==> src/rax_pkg.sv <==
// package of constants and carrier types for the relay and auxiliary input block
`default_nettype none
package rax_pkg;
  // ----------------------------------------------------------------
  // relay function codes
  // ----------------------------------------------------------------
  localparam logic [2:0] RLY_SYS_FAULT  = 3'h0;
  localparam logic [2:0] RLY_PUMP_FAULT = 3'h4;
  localparam logic [2:0] RLY_MIN_FREQ   = 3'h5;
  localparam logic [2:0] RLY_JOCKEY     = 3'h6;
  localparam logic [2:0] RLY_A_MAX      = 3'h6;
  localparam logic [2:0] RLY_B_MAX      = 3'h5;
  localparam logic [2:0] RLY_RESET      = 3'h0;
  // ----------------------------------------------------------------
  // input function codes
  // ----------------------------------------------------------------
  localparam logic [1:0] IN_RUN_STOP    = 2'h0;
  localparam logic [1:0] IN_ALWAYS_RUN  = 2'h1;
  localparam logic [1:0] IN_LATCH_STOP  = 2'h2;
  localparam logic [1:0] IN_REVERSE     = 2'h3;
  localparam logic [1:0] IN_A_MAX       = 2'h2;
  localparam logic [1:0] IN_B_MAX       = 2'h3;
  localparam logic [1:0] IN_RESET       = 2'h1;
  localparam logic [2:0] SYS_AUX_RUN    = 3'h0;
  localparam logic [2:0] SYS_CFG_MAX    = 3'h4;
  // ----------------------------------------------------------------
  // contrast limits
  // ----------------------------------------------------------------
  localparam logic [5:0] CONTRAST_RESET = 6'h28;
  localparam logic [5:0] CONTRAST_MIN   = 6'h1e;
  localparam logic [5:0] CONTRAST_MAX   = 6'h3f;
  // ----------------------------------------------------------------
  // register map (plain port, word index)
  // ----------------------------------------------------------------
  localparam logic [3:0] REG_CTRL       = 4'h0;
  localparam logic [3:0] REG_FUNC       = 4'h1;
  localparam logic [3:0] REG_CONTRAST   = 4'h2;
  localparam logic [3:0] REG_STATUS     = 4'h3;
  localparam logic [3:0] REG_CLOCK_LO   = 4'h4;
  localparam logic [3:0] REG_CLOCK_HI   = 4'h5;
  localparam logic [3:0] REG_CURSOR     = 4'h6;
  // ctrl bits
  localparam int CTRL_REVERSE_BIT  = 0;
  localparam int CTRL_LOCKOUT_BIT  = 1;
  localparam int CTRL_LEADLAG_BIT  = 2;
  localparam int CTRL_SYSCFG_LSB   = 4;
  localparam logic [31:0] CTRL_RESET = 32'h0000_0002;
  // debounce
  localparam int DEBOUNCE_NS  = 5000;
  localparam int CLK_NS       = 20;
  localparam int DEBOUNCE_CYC = (DEBOUNCE_NS + CLK_NS - 1) / CLK_NS;
  // clock digits: 12 bcd digits MM DD YY HH MM SS
  localparam int CLOCK_DIGITS = 12;
  localparam logic [3:0] CURSOR_LAST = 4'hb;
  // ----------------------------------------------------------------
  // carriers
  // ----------------------------------------------------------------
  typedef enum logic [1:0] {
    RAX_OP_OFF  = 2'b00,
    RAX_OP_AUTO = 2'b01,
    RAX_OP_HAND = 2'b10
  } rax_opmode_t;
  typedef struct packed {
    logic sys_fault;
    logic pump_fault;
    logic above_min;
    logic freq_nonzero;
  } rax_cond_t;
  typedef struct packed {
    logic enter;
    logic up;
    logic down;
    logic hand;
    logic auto_key;
    logic off;
  } rax_keys_t;
  typedef struct packed {
    logic [3:0]  addr;
    logic [31:0] wdata;
    logic        wr;
    logic        rd;
  } rax_bus_t;
endpackage
`default_nettype wire

==> src/rax_debounce.sv <==
// contact input synchroniser and debounce filter
`default_nettype none
module rax_debounce #(
  parameter int CYCLES = rax_pkg::DEBOUNCE_CYC
) (
  // clock and reset
  input  wire logic clk_sys_i,
  input  wire logic srst_i,
  // contact
  input  wire logic raw_i,
  output logic      level_o
);
  import rax_pkg::*;
  localparam int CW = $clog2(CYCLES + 1);
  logic          sync1_reg;
  logic          sync2_reg;
  logic [CW-1:0] cnt_reg;
  // two-stage sync; first stage feeds only the second
  always_ff @(posedge clk_sys_i) begin
    if (srst_i) begin
      sync1_reg <= 1'b0;
      sync2_reg <= 1'b0;
    end else begin
      sync1_reg <= raw_i;
      sync2_reg <= sync1_reg;
    end
  end
  // level accepted only after it holds steady for CYCLES
  always_ff @(posedge clk_sys_i) begin
    if (srst_i) begin
      cnt_reg <= '0;
      level_o <= 1'b0;
    end else if (sync2_reg == level_o) begin
      cnt_reg <= '0;
    end else if (cnt_reg == CW'(CYCLES - 1)) begin
      cnt_reg <= '0;
      level_o <= sync2_reg;
    end else begin
      cnt_reg <= cnt_reg + 1'b1;
    end
  end
endmodule
`default_nettype wire

==> src/rax_relay_sel.sv <==
// per-relay condition selector
`default_nettype none
module rax_relay_sel (
  // selection
  input  wire logic [2:0]        func_i,
  input  wire rax_pkg::rax_cond_t cond_i,
  input  wire logic              leadlag_i,
  input  wire logic              leadlag_drive_i,
  // result
  output logic                   close_o
);
  import rax_pkg::*;
  // open is the idle state of a normally open contact
  always_comb begin
    close_o = 1'b0;
    if (leadlag_i && func_i != RLY_JOCKEY) begin
      close_o = leadlag_drive_i;
    end else begin
      unique case (func_i)
        RLY_SYS_FAULT:  close_o = !cond_i.sys_fault;
        RLY_PUMP_FAULT: close_o = !cond_i.pump_fault;
        RLY_MIN_FREQ:   close_o = cond_i.above_min;
        RLY_JOCKEY:     close_o = cond_i.freq_nonzero;
        default:        close_o = 1'b0;
      endcase
    end
  end
endmodule
`default_nettype wire

==> src/rax_top.sv <==
// relay outputs, run/stop inputs and operator settings of the drive
// Functional notes
// - relay contacts are normally open; close only when selected condition asks
// - code 0: closed in normal operation, open on any system fault
// - codes 1 to 3 are reserved and leave the relay open
// - code 4: closed normally, open on pump fault
// - code 5: closes when motor frequency exceeds minimum threshold
// - lead/lag control owns both relays, overriding every code except 6
// - code 6: closed while frequency above zero; no lead/lag part
// - code 6 only for relay a; relay b limited to 0 through 5
// - analog reverse inverts scale of both analog inputs; default normal
// - manual lockout limits modes to auto or off; default on
// - input code 0: closed contact runs, open contact stops
// - code 1 always runs, default for both; input b accepts 0 to 3
// - input b code 2: opening latches stop fault until enter pressed outside clock edit
// - input b code 3: open circuit reverses motor rotation
// - system configuration may redefine both inputs, overriding codes
// - clock setup edits MM/DD/YY HH:MM:SS; enter moves right, arrows change digit
// - display contrast default 40, range 30 to 63
// - configuration 0: motor runs only when both inputs permit (AND)
`default_nettype none
module rax_top #(
  parameter int AW  = 12,
  parameter int DEB = rax_pkg::DEBOUNCE_CYC
) (
  // clock and reset
  input  wire logic                  clk_sys_i,
  input  wire logic                  srst_i,
  // register port
  input  wire rax_pkg::rax_bus_t     bus_i,
  output logic [31:0]                rdata_o,
  // contacts and keypad
  input  wire logic                  run_input_a_i,
  input  wire logic                  run_input_b_i,
  input  wire rax_pkg::rax_keys_t    keys_i,
  // drive conditions
  input  wire rax_pkg::rax_cond_t    cond_i,
  input  wire logic                  leadlag_drive_a_i,
  input  wire logic                  leadlag_drive_b_i,
  input  wire logic [AW-1:0]         analog_v_i,
  input  wire logic [AW-1:0]         analog_i_i,
  // relay outputs
  output logic                       relay_a_contact_o,
  output logic                       relay_b_contact_o,
  // run control
  output logic                       run_cmd_o,
  output logic                       reverse_o,
  output logic                       latch_fault_o,
  output rax_pkg::rax_opmode_t       opmode_o,
  // scaled analog and display
  output logic [AW-1:0]              analog_v_o,
  output logic [AW-1:0]              analog_i_o,
  output logic [5:0]                 display_contrast_o
);
  import rax_pkg::*;
  // ----------------------------------------------------------------
  // settings registers
  // ----------------------------------------------------------------
  logic [31:0] ctrl_reg;
  logic [2:0]  relay_a_func_reg;
  logic [2:0]  relay_b_func_reg;
  logic [1:0]  input_a_function_reg;
  logic [1:0]  input_b_function_reg;
  logic [3:0]  digit_reg [CLOCK_DIGITS];
  logic [3:0]  cursor_reg;
  logic        clock_edit_reg;
  logic        reverse_en;
  logic        lockout_en;
  logic        leadlag_en;
  logic [2:0]  sys_cfg;
  logic        wr_ctrl;
  logic        wr_func;
  assign reverse_en = ctrl_reg[CTRL_REVERSE_BIT];
  assign lockout_en = ctrl_reg[CTRL_LOCKOUT_BIT];
  assign leadlag_en = ctrl_reg[CTRL_LEADLAG_BIT];
  assign sys_cfg    = ctrl_reg[CTRL_SYSCFG_LSB +: 3];
  assign wr_ctrl    = bus_i.wr && bus_i.addr == REG_CTRL;
  assign wr_func    = bus_i.wr && bus_i.addr == REG_FUNC;

  // control word; out-of-range config is refused so old value stays
  always_ff @(posedge clk_sys_i) begin
    if (srst_i) begin
      ctrl_reg <= CTRL_RESET;
    end else if (wr_ctrl && bus_i.wdata[CTRL_SYSCFG_LSB +: 3] <= SYS_CFG_MAX) begin
      ctrl_reg <= {25'h0, bus_i.wdata[CTRL_SYSCFG_LSB +: 3], 1'b0, bus_i.wdata[2:0]};
    end
  end

  // function codes; relay a, relay b and input a fields checked against their own ranges
  always_ff @(posedge clk_sys_i) begin
    if (srst_i) begin
      relay_a_func_reg     <= RLY_RESET;
      relay_b_func_reg     <= RLY_RESET;
      input_a_function_reg <= IN_RESET;
      input_b_function_reg <= IN_RESET;
    end else if (wr_func) begin
      if (bus_i.wdata[2:0] <= RLY_A_MAX) relay_a_func_reg <= bus_i.wdata[2:0];
      if (bus_i.wdata[6:4] <= RLY_B_MAX) relay_b_func_reg <= bus_i.wdata[6:4];
      if (bus_i.wdata[9:8] <= IN_A_MAX) input_a_function_reg <= bus_i.wdata[9:8];
      input_b_function_reg <= bus_i.wdata[13:12];
    end
  end

  // contrast; writes outside 30..63 ignored
  always_ff @(posedge clk_sys_i) begin
    if (srst_i) begin
      display_contrast_o <= CONTRAST_RESET;
    end else if (bus_i.wr && bus_i.addr == REG_CONTRAST &&
                 bus_i.wdata[5:0] >= CONTRAST_MIN && bus_i.wdata[31:6] == 26'h0) begin
      display_contrast_o <= bus_i.wdata[5:0];
    end
  end

  // ----------------------------------------------------------------
  // contact inputs
  // ----------------------------------------------------------------
  logic in_a_closed;
  logic in_b_closed;
  rax_debounce #(.CYCLES(DEB)) u_deb_a (
    .clk_sys_i (clk_sys_i),
    .srst_i    (srst_i),
    .raw_i     (run_input_a_i),
    .level_o   (in_a_closed)
  );
  rax_debounce #(.CYCLES(DEB)) u_deb_b (
    .clk_sys_i (clk_sys_i),
    .srst_i    (srst_i),
    .raw_i     (run_input_b_i),
    .level_o   (in_b_closed)
  );

  // falling edge of debounced input b for the latch
  logic in_b_prev_reg;
  always_ff @(posedge clk_sys_i) begin
    if (srst_i) in_b_prev_reg <= 1'b0;
    else        in_b_prev_reg <= in_b_closed;
  end

  // latched stop fault; a new opening beats a same-cycle enter
  always_ff @(posedge clk_sys_i) begin
    if (srst_i) begin
      latch_fault_o <= 1'b0;
    end else if (input_b_function_reg == IN_LATCH_STOP && in_b_prev_reg && !in_b_closed) begin
      latch_fault_o <= 1'b1;
    end else if (keys_i.enter && !clock_edit_reg) begin
      latch_fault_o <= 1'b0;
    end
  end

  // per-input permit
  logic permit_a;
  logic permit_b;
  always_comb begin
    unique case (input_a_function_reg)
      IN_RUN_STOP: permit_a = in_a_closed;
      default:     permit_a = 1'b1;
    endcase
    unique case (input_b_function_reg)
      IN_RUN_STOP:   permit_b = in_b_closed;
      IN_LATCH_STOP: permit_b = !latch_fault_o;
      default:       permit_b = 1'b1;
    endcase
  end

  // outside configuration 0 the contacts become plain run-permits
  // for the pressure loop, so the codes no longer apply
  always_ff @(posedge clk_sys_i) begin
    if (srst_i) begin
      run_cmd_o <= 1'b0;
      reverse_o <= 1'b0;
    end else if (sys_cfg == SYS_AUX_RUN) begin
      run_cmd_o <= permit_a && permit_b;
      reverse_o <= input_b_function_reg == IN_REVERSE && !in_b_closed;
    end else begin
      run_cmd_o <= in_a_closed && in_b_closed;
      reverse_o <= 1'b0;
    end
  end

  // ----------------------------------------------------------------
  // operating mode and manual lockout
  // ----------------------------------------------------------------
  always_ff @(posedge clk_sys_i) begin
    if (srst_i) begin
      opmode_o <= RAX_OP_OFF;
    end else if (lockout_en && opmode_o == RAX_OP_HAND) begin
      opmode_o <= RAX_OP_OFF;
    end else if (keys_i.off) begin
      opmode_o <= RAX_OP_OFF;
    end else if (keys_i.auto_key) begin
      opmode_o <= RAX_OP_AUTO;
    end else if (keys_i.hand && !lockout_en) begin
      opmode_o <= RAX_OP_HAND;
    end
  end

  // ----------------------------------------------------------------
  // analog scale and relays
  // ----------------------------------------------------------------
  always_ff @(posedge clk_sys_i) begin
    if (srst_i) begin
      analog_v_o <= '0;
      analog_i_o <= '0;
    end else begin
      analog_v_o <= reverse_en ? ~analog_v_i : analog_v_i;
      analog_i_o <= reverse_en ? ~analog_i_i : analog_i_i;
    end
  end

  logic close_a;
  logic close_b;
  rax_relay_sel u_sel_a (
    .func_i          (relay_a_func_reg),
    .cond_i          (cond_i),
    .leadlag_i       (leadlag_en),
    .leadlag_drive_i (leadlag_drive_a_i),
    .close_o         (close_a)
  );
  rax_relay_sel u_sel_b (
    .func_i          (relay_b_func_reg),
    .cond_i          (cond_i),
    .leadlag_i       (leadlag_en),
    .leadlag_drive_i (leadlag_drive_b_i),
    .close_o         (close_b)
  );
  // registered so contacts never glitch on selector changes
  always_ff @(posedge clk_sys_i) begin
    if (srst_i) begin
      relay_a_contact_o <= 1'b0;
      relay_b_contact_o <= 1'b0;
    end else begin
      relay_a_contact_o <= close_a;
      relay_b_contact_o <= close_b;
    end
  end

  // ----------------------------------------------------------------
  // date-time editor
  // ----------------------------------------------------------------
  logic wr_lo;
  logic wr_hi;
  assign wr_lo = bus_i.wr && bus_i.addr == REG_CLOCK_LO;
  assign wr_hi = bus_i.wr && bus_i.addr == REG_CLOCK_HI;

  // edit mode and cursor; enter past the last digit leaves edit mode
  always_ff @(posedge clk_sys_i) begin
    if (srst_i) begin
      clock_edit_reg <= 1'b0;
      cursor_reg     <= '0;
    end else if (bus_i.wr && bus_i.addr == REG_CURSOR) begin
      clock_edit_reg <= bus_i.wdata[0];
      cursor_reg     <= '0;
    end else if (clock_edit_reg && keys_i.enter) begin
      if (cursor_reg == CURSOR_LAST) begin
        clock_edit_reg <= 1'b0;
        cursor_reg     <= '0;
      end else begin
        cursor_reg <= cursor_reg + 1'b1;
      end
    end
  end

  // digits, one bcd nibble each; arrows wrap 0..9
  genvar gi;
  generate
    for (gi = 0; gi < CLOCK_DIGITS; gi++) begin : g_digit
      always_ff @(posedge clk_sys_i) begin
        if (srst_i) begin
          digit_reg[gi] <= 4'h0;
        end else if (gi < 8 && wr_lo) begin
          digit_reg[gi] <= bus_i.wdata[(gi % 8) * 4 +: 4];
        end else if (gi >= 8 && wr_hi) begin
          digit_reg[gi] <= bus_i.wdata[(gi % 8) * 4 +: 4];
        end else if (clock_edit_reg && cursor_reg == 4'(gi)) begin
          if (keys_i.up)
            digit_reg[gi] <= (digit_reg[gi] >= 4'h9) ? 4'h0 : digit_reg[gi] + 1'b1;
          else if (keys_i.down)
            digit_reg[gi] <= (digit_reg[gi] == 4'h0) ? 4'h9 : digit_reg[gi] - 1'b1;
        end
      end
    end
  endgenerate

  // ----------------------------------------------------------------
  // read port
  // ----------------------------------------------------------------
  always_ff @(posedge clk_sys_i) begin
    if (srst_i) begin
      rdata_o <= '0;
    end else if (bus_i.rd) begin
      unique case (bus_i.addr)
        REG_CTRL:     rdata_o <= ctrl_reg;
        REG_FUNC:     rdata_o <= {18'h0, input_b_function_reg, 2'h0, input_a_function_reg,
                                  1'b0, relay_b_func_reg, 1'b0, relay_a_func_reg};
        REG_CONTRAST: rdata_o <= {26'h0, display_contrast_o};
        REG_STATUS:   rdata_o <= {22'h0, opmode_o, in_b_closed, in_a_closed,
                                  relay_b_contact_o, relay_a_contact_o,
                                  latch_fault_o, reverse_o, run_cmd_o, 1'b0};
        REG_CLOCK_LO: rdata_o <= {digit_reg[7], digit_reg[6], digit_reg[5], digit_reg[4],
                                  digit_reg[3], digit_reg[2], digit_reg[1], digit_reg[0]};
        REG_CLOCK_HI: rdata_o <= {16'h0, digit_reg[11], digit_reg[10], digit_reg[9],
                                  digit_reg[8]};
        REG_CURSOR:   rdata_o <= {27'h0, cursor_reg, clock_edit_reg};
        default:      rdata_o <= 32'h0;
      endcase
    end else begin
      rdata_o <= 32'h0;
    end
  end
endmodule
`default_nettype wire

==> config.mk <==
export PLATFORM = sky130hd
export DESIGN_NAME = rax_top
export DESIGN_NICKNAME = d
export VERILOG_FILES = /design/src/rax_pkg.sv /design/src/rax_debounce.sv /design/src/rax_relay_sel.sv /design/src/rax_top.sv
export SDC_FILE = /design/constraint.sdc
export NUM_CORES = 1
export LEC_CHECK = 0
export BUFFER_PORTS_ARGS = -buffer_cell sky130_fd_sc_hd__buf_2
export CAP_MARGIN = 20
export CORE_ASPECT_RATIO = 1.5
export CORE_MARGIN = 2
export CORE_UTILIZATION = 62
export CTS_BUF_LIST = sky130_fd_sc_hd__clkbuf_16
export DETAILED_ROUTE_END_ITERATION = 16
export HOLD_SLACK_MARGIN = 0.03
export PLACE_DENSITY = 0.86
export SLEW_MARGIN = 5
export SYNTH_ARGS = -nofsm -noshare
export SYNTH_HDL_FRONTEND = slang
export SYNTH_HIERARCHICAL = 1
export SYNTH_SLANG_ARGS = --single-unit
==> constraint.sdc <==
create_clock -name clk_sys_i -period 5 [get_ports clk_sys_i]
set_input_delay 0.25 -clock clk_sys_i [delete_from_list [all_inputs] [get_ports clk_sys_i]]
set_output_delay 0.25 -clock clk_sys_i [all_outputs]
set_load 0.01 [all_outputs]
== Word level (Yosys, flattened, before mapping) ==
Memories as Yosys holds them, arrays and structs flattened.
Index checks and enable logic that the tools add are counted.
Word-level totals
  bits of input ports: 78
  memories: 1
  output and inout port bits: 69
  bits in registers: 113
  RAM bits: 48
Memories
  digit_reg: words 12, width 4, rd ports 12, clocked after memory_dff 0, write ports 12, line rax_top.sv:64  | logic [3:0] digit_reg [CLOCK_DIGITS];
Cells by class
  magnitude comparators: 17
  eq/ne operators: 32
  bitwise gates (word level): 42
  mux-type cells: 185
  add/subtract/negate cells: 27
  reduce and logical (&&, ||, !) cells: 75
Operators by type and width (count)
  $mux 4: 61
  $pmux 32 s7: 1
  $mux 1: 118
  $logic_not 4->1: 14
  $add 4x1->4 const B: 13
  $ge 4x4->1 const B: 12
  $sub 4x1->4 const B: 12
  $or 1x1->1: 36
  $logic_and 1x1->1: 32
  $eq 4x3->1 const B: 7
  $logic_not 26->1: 1
  $mux 12: 2
  $not 12->12: 2
  $eq 3x3->1 const B: 6
  $add 8x1->8 const B: 2
  $eq 4x2->1 const B: 4
  $eq 4x4->1 const B: 4
  $eq 8x8->1 const B: 2
  $reduce_and 2->1: 6
  $le 3x3->1 const B: 3
  $logic_not 3->1: 3
  $reduce_or 3->1: 3
  $eq 4x1->1 const B: 2
  $pmux 1 s4: 2
  12 further kinds: 30

== Depth between registers and ports, before layout ==
  word-level depth: 8
  gate-level depth with buffers: 8

== Modules after synthesis ==
Netlist, hierarchy kept.
By module, submodules not included
  rax_top: cells an instance 891, instances 1, area each 8204.1 µm²
  rax_debounce: cells an instance 56, instances 2, area each 508.0 µm²
  rax_relay_sel: cells an instance 10, instances 2, area each 60.1 µm²

== Least setup slack after synthesis ==
No wires, ideal clock.
  path kind: register to register
  start point: memory digit_reg[7][0] (netlist: digit_reg[1][12])
  end point: memory digit_reg[7][3] (netlist: digit_reg[1][15]), data pin
  stages on the path, launching flop included: 7
  data required time: 4.842 ns
  arrival: 1.977 ns
  slack: 2.865 ns
  library setup time: 0.158 ns
  cell sequence: edfxtp_1 -> inv_1 -> ha_1 -> or3b_2 -> a2111oi_0 -> nand2_1 -> o211ai_1
RTL lines (line)
  start, declared: rax_top.sv:64

==> flow_metrics.env <==
export IMPL_hpwlAfterDp_um=18960
export IMPL_hp_start="run_input_b_i"
export IMPL_worstPathArrival_ns=2.65
export IMPL_syn_avg_cell_area_sq_um=9.130
export IMPL_viasPerCell=6.397
export IMPL_grt_max_degree=47
export IMPL_vias=8636
export IMPL_start_util=0.6255
export IMPL_ant_nets=0
export IMPL_synth_largest_area_cell="dfxtp_1"
export IMPL_die_h_um=154.3
export IMPL_hold_viol_final=0
export IMPL_slew_viol_final=0
export IMPL_first_global_vias=8254
export IMPL_cts_htree_levels=4
export IMPL_cts_sinks=161
export IMPL_required_ns=5.26
export IMPL_critPathKind="reg -> reg"
export IMPL_grt_overflow=0
export IMPL_wl_um=25630
export IMPL_rows=55
export IMPL_layout_drive_gt1_share=0.1991
export IMPL_cap_viol_max_count=0
export IMPL_numCtsBuffers=17
export IMPL_largest_reg_flops=48
export IMPL_synthCells=1023
export IMPL_hold_path_class="in -> reg"
export IMPL_die_area_sq_um=16080
export IMPL_clk_pin_slew_worst_paths_ns=0.07
export IMPL_rsz0062_at_grt="false"
export IMPL_yosys_top_cells_area="dfxtp_1, edfxtp_1, ha_1"
export IMPL_synth_seq_cells=161
export IMPL_antenna_found_initial=1
export IMPL_syn2layout_area_growth_pct=15.27
export IMPL_max_slew_margin=0.2919
export IMPL_port_buffers=146
export IMPL_outcome="completed"
export IMPL_p_per_area_nw_per_um2=284.9
export IMPL_synth_edf_count=48
export IMPL_ir_worst_vdd_mv=0.2047
export IMPL_timing_rr_start="digit_reg[1][12]"
export IMPL_tritoncts="built"
export IMPL_yosysWarnings=6
export IMPL_fp_dieW_um=104.2
export IMPL_postPlaceCellArea_sq_um=10140
export IMPL_cp_start_kind="flip-flop"
export IMPL_p_leak_uw=0.004239
export IMPL_seq_area_frac_synth=0.3965
export IMPL_min_period_ns=2.389
export IMPL_ys_flop_type="dfxtp_1"
export IMPL_drc=0
export IMPL_grt_use_total=0.3191
export IMPL_syn_area_sq_um=9340
export IMPL_core_sq_um=14930
export IMPL_post_place_cells=1316
export IMPL_async_flop_share=0
export IMPL_clock_root_buffer="clkbuf_16"
export IMPL_wl_per_cell_um=18.99
export IMPL_period_share=0.4779
export IMPL_crit_path_max_fanout=8
export IMPL_worstMarginPinSlew_ns=1.047
export IMPL_drt_initial_drc_count=874
export IMPL_clk_latency_ns=0.42
export IMPL_clock_skew_ns=0.008751
export IMPL_gp_congestion=0.9332
export IMPL_final_cells=1350
export IMPL_clockBufferDepth=2
export IMPL_ys_types=83
export IMPL_final_cell_area_sq_um=10770
export IMPL_power_total_uw=3067
export IMPL_nets=1259
export IMPL_grt_first_pass_wirelength_um=41260
export IMPL_synth_fp_nets=1145
export IMPL_num_io_pins=147
export IMPL_setup_tns_ns=0
export IMPL_first_pass_iters=5
export IMPL_setup_viol_count_final=0
export IMPL_synthDominantCellAreaShare=0.2422
export IMPL_clock_fmax_ghz=0.4185
export IMPL_critPathCaptureType="flip-flop"
export IMPL_crit_path_start="digit_reg[1][12]"
[cell type report]
type / instances / area [sq um]
multi-input combinational: 755 / 5219
fill: 1136 / 4167
sequential: 161 / 3704
timing repair buffer: 155 / 804.5
clock buffer: 18 / 450.4
tap: 199 / 249.0
inverter: 47 / 176.4
clock inverter: 14 / 161.4
antenna: 1 / 2.502
[placed cells by master, fill, tap and decap left out, types with 38 or more instances in the layout]
cell | Yosys | final
a21oi_1 | 68 | 68
buf_2 | 10 | 146
dfxtp_1 | 113 | 113
edfxtp_1 | 48 | 48
ha_1 | 44 | 44
inv_1 | 47 | 47
nand2_1 | 63 | 63
nand3_1 | 38 | 38
nor2_1 | 78 | 78
o21ai_0 | 46 | 46
[power by group]
part           internal, uW  total (uW)  switching, uW
Combinational           117         287            170
Sequential             1380        1430           51.0
Clock                   781        1350            565
Total                  2280        3070            786
[path summary, 6_finish.rpt]
path | endpoint | slack, ns | depth (start not counted)
worst min register to register | u_deb_a/sync2_reg | 0.44 | 1
worst min-delay path | u_deb_b/sync1_reg | 0.03 | 2
worst max register to register | digit_reg[1][12] | 2.61 | 6
worst max-delay path | digit_reg[1][12] | 2.61 | 6
[cells in the mapped netlist, drive strengths merged, types with 10 or more instances]
library cell,instances
nor3,21
xor2,11
buf,16
nand2b,18
mux2i,16
clkbuf,44
or3b,13
nor2b,23
nor2,79
xnor2,37
inv,47
a22oi,29
o21ai,47
nand3,38
o31ai,22
nand4,16
a21oi,68
a211oi,10
dfxtp,113
nand2,63
ha,44
and2,25
a32oi,17
edfxtp,48
o211ai,14
[per-stage QoR]
step,hold slack (ns),utilization,worst slack (ns)
3_3_place_gp,0.4193,0.6784,2.508
6_report,0.03447,0.7210,2.611
3_5_place_dp,0.4308,0.6792,2.453
4_1_cts,0.03139,0.7208,2.605
2_1_floorplan,0.3191,-,2.865
5_1_grt,0.05215,0.7210,2.331
[metal layers]
metal | wire, um | vias up | share of wire | track usage
met2 | 12730 | 468 | 0.50 | 0.5564
met5 | 0 | - | 0 | 0
met1 | 9392 | 4040 | 0.37 | 0.3643
met4 | 1432 | 0 | 0.056 | 0.1885
met3 | 2072 | 111 | 0.081 | 0.05858
li1 | - | 4017 | - | -
[cell families (layout without fill, tap and decap cells)]
logic type,after synthesis,in the layout,synth area share
and+or+nand+nor,356,356,0.2086
AOI/OAI and AO/OA,284,284,0.2193
DFF,161,161,0.3965
buffers and inverters,107,234,0.04608
xor gates and xnor gates,48,48,0.04501
adders and majority gates,44,44,0.05894
muxes,23,23,0.02559
other,0,1,0
[timing repair]
action	CTS	global route
hold buffers	1	0
hold endpoints to repair	1	0
gates resized for setup	0	0
buffers inserted	0	0
[worst max-delay path, cell delays in order, from the launching register on]
cell and delay [ns]:
edfxtp_1 0.51, inv_1 0.11, ha_1 0.23, or3b_2 0.46
a2111oi_0 0.53, nand2_1 0.17, o211ai_1 0.22
(Power assumes the default switching activity.)
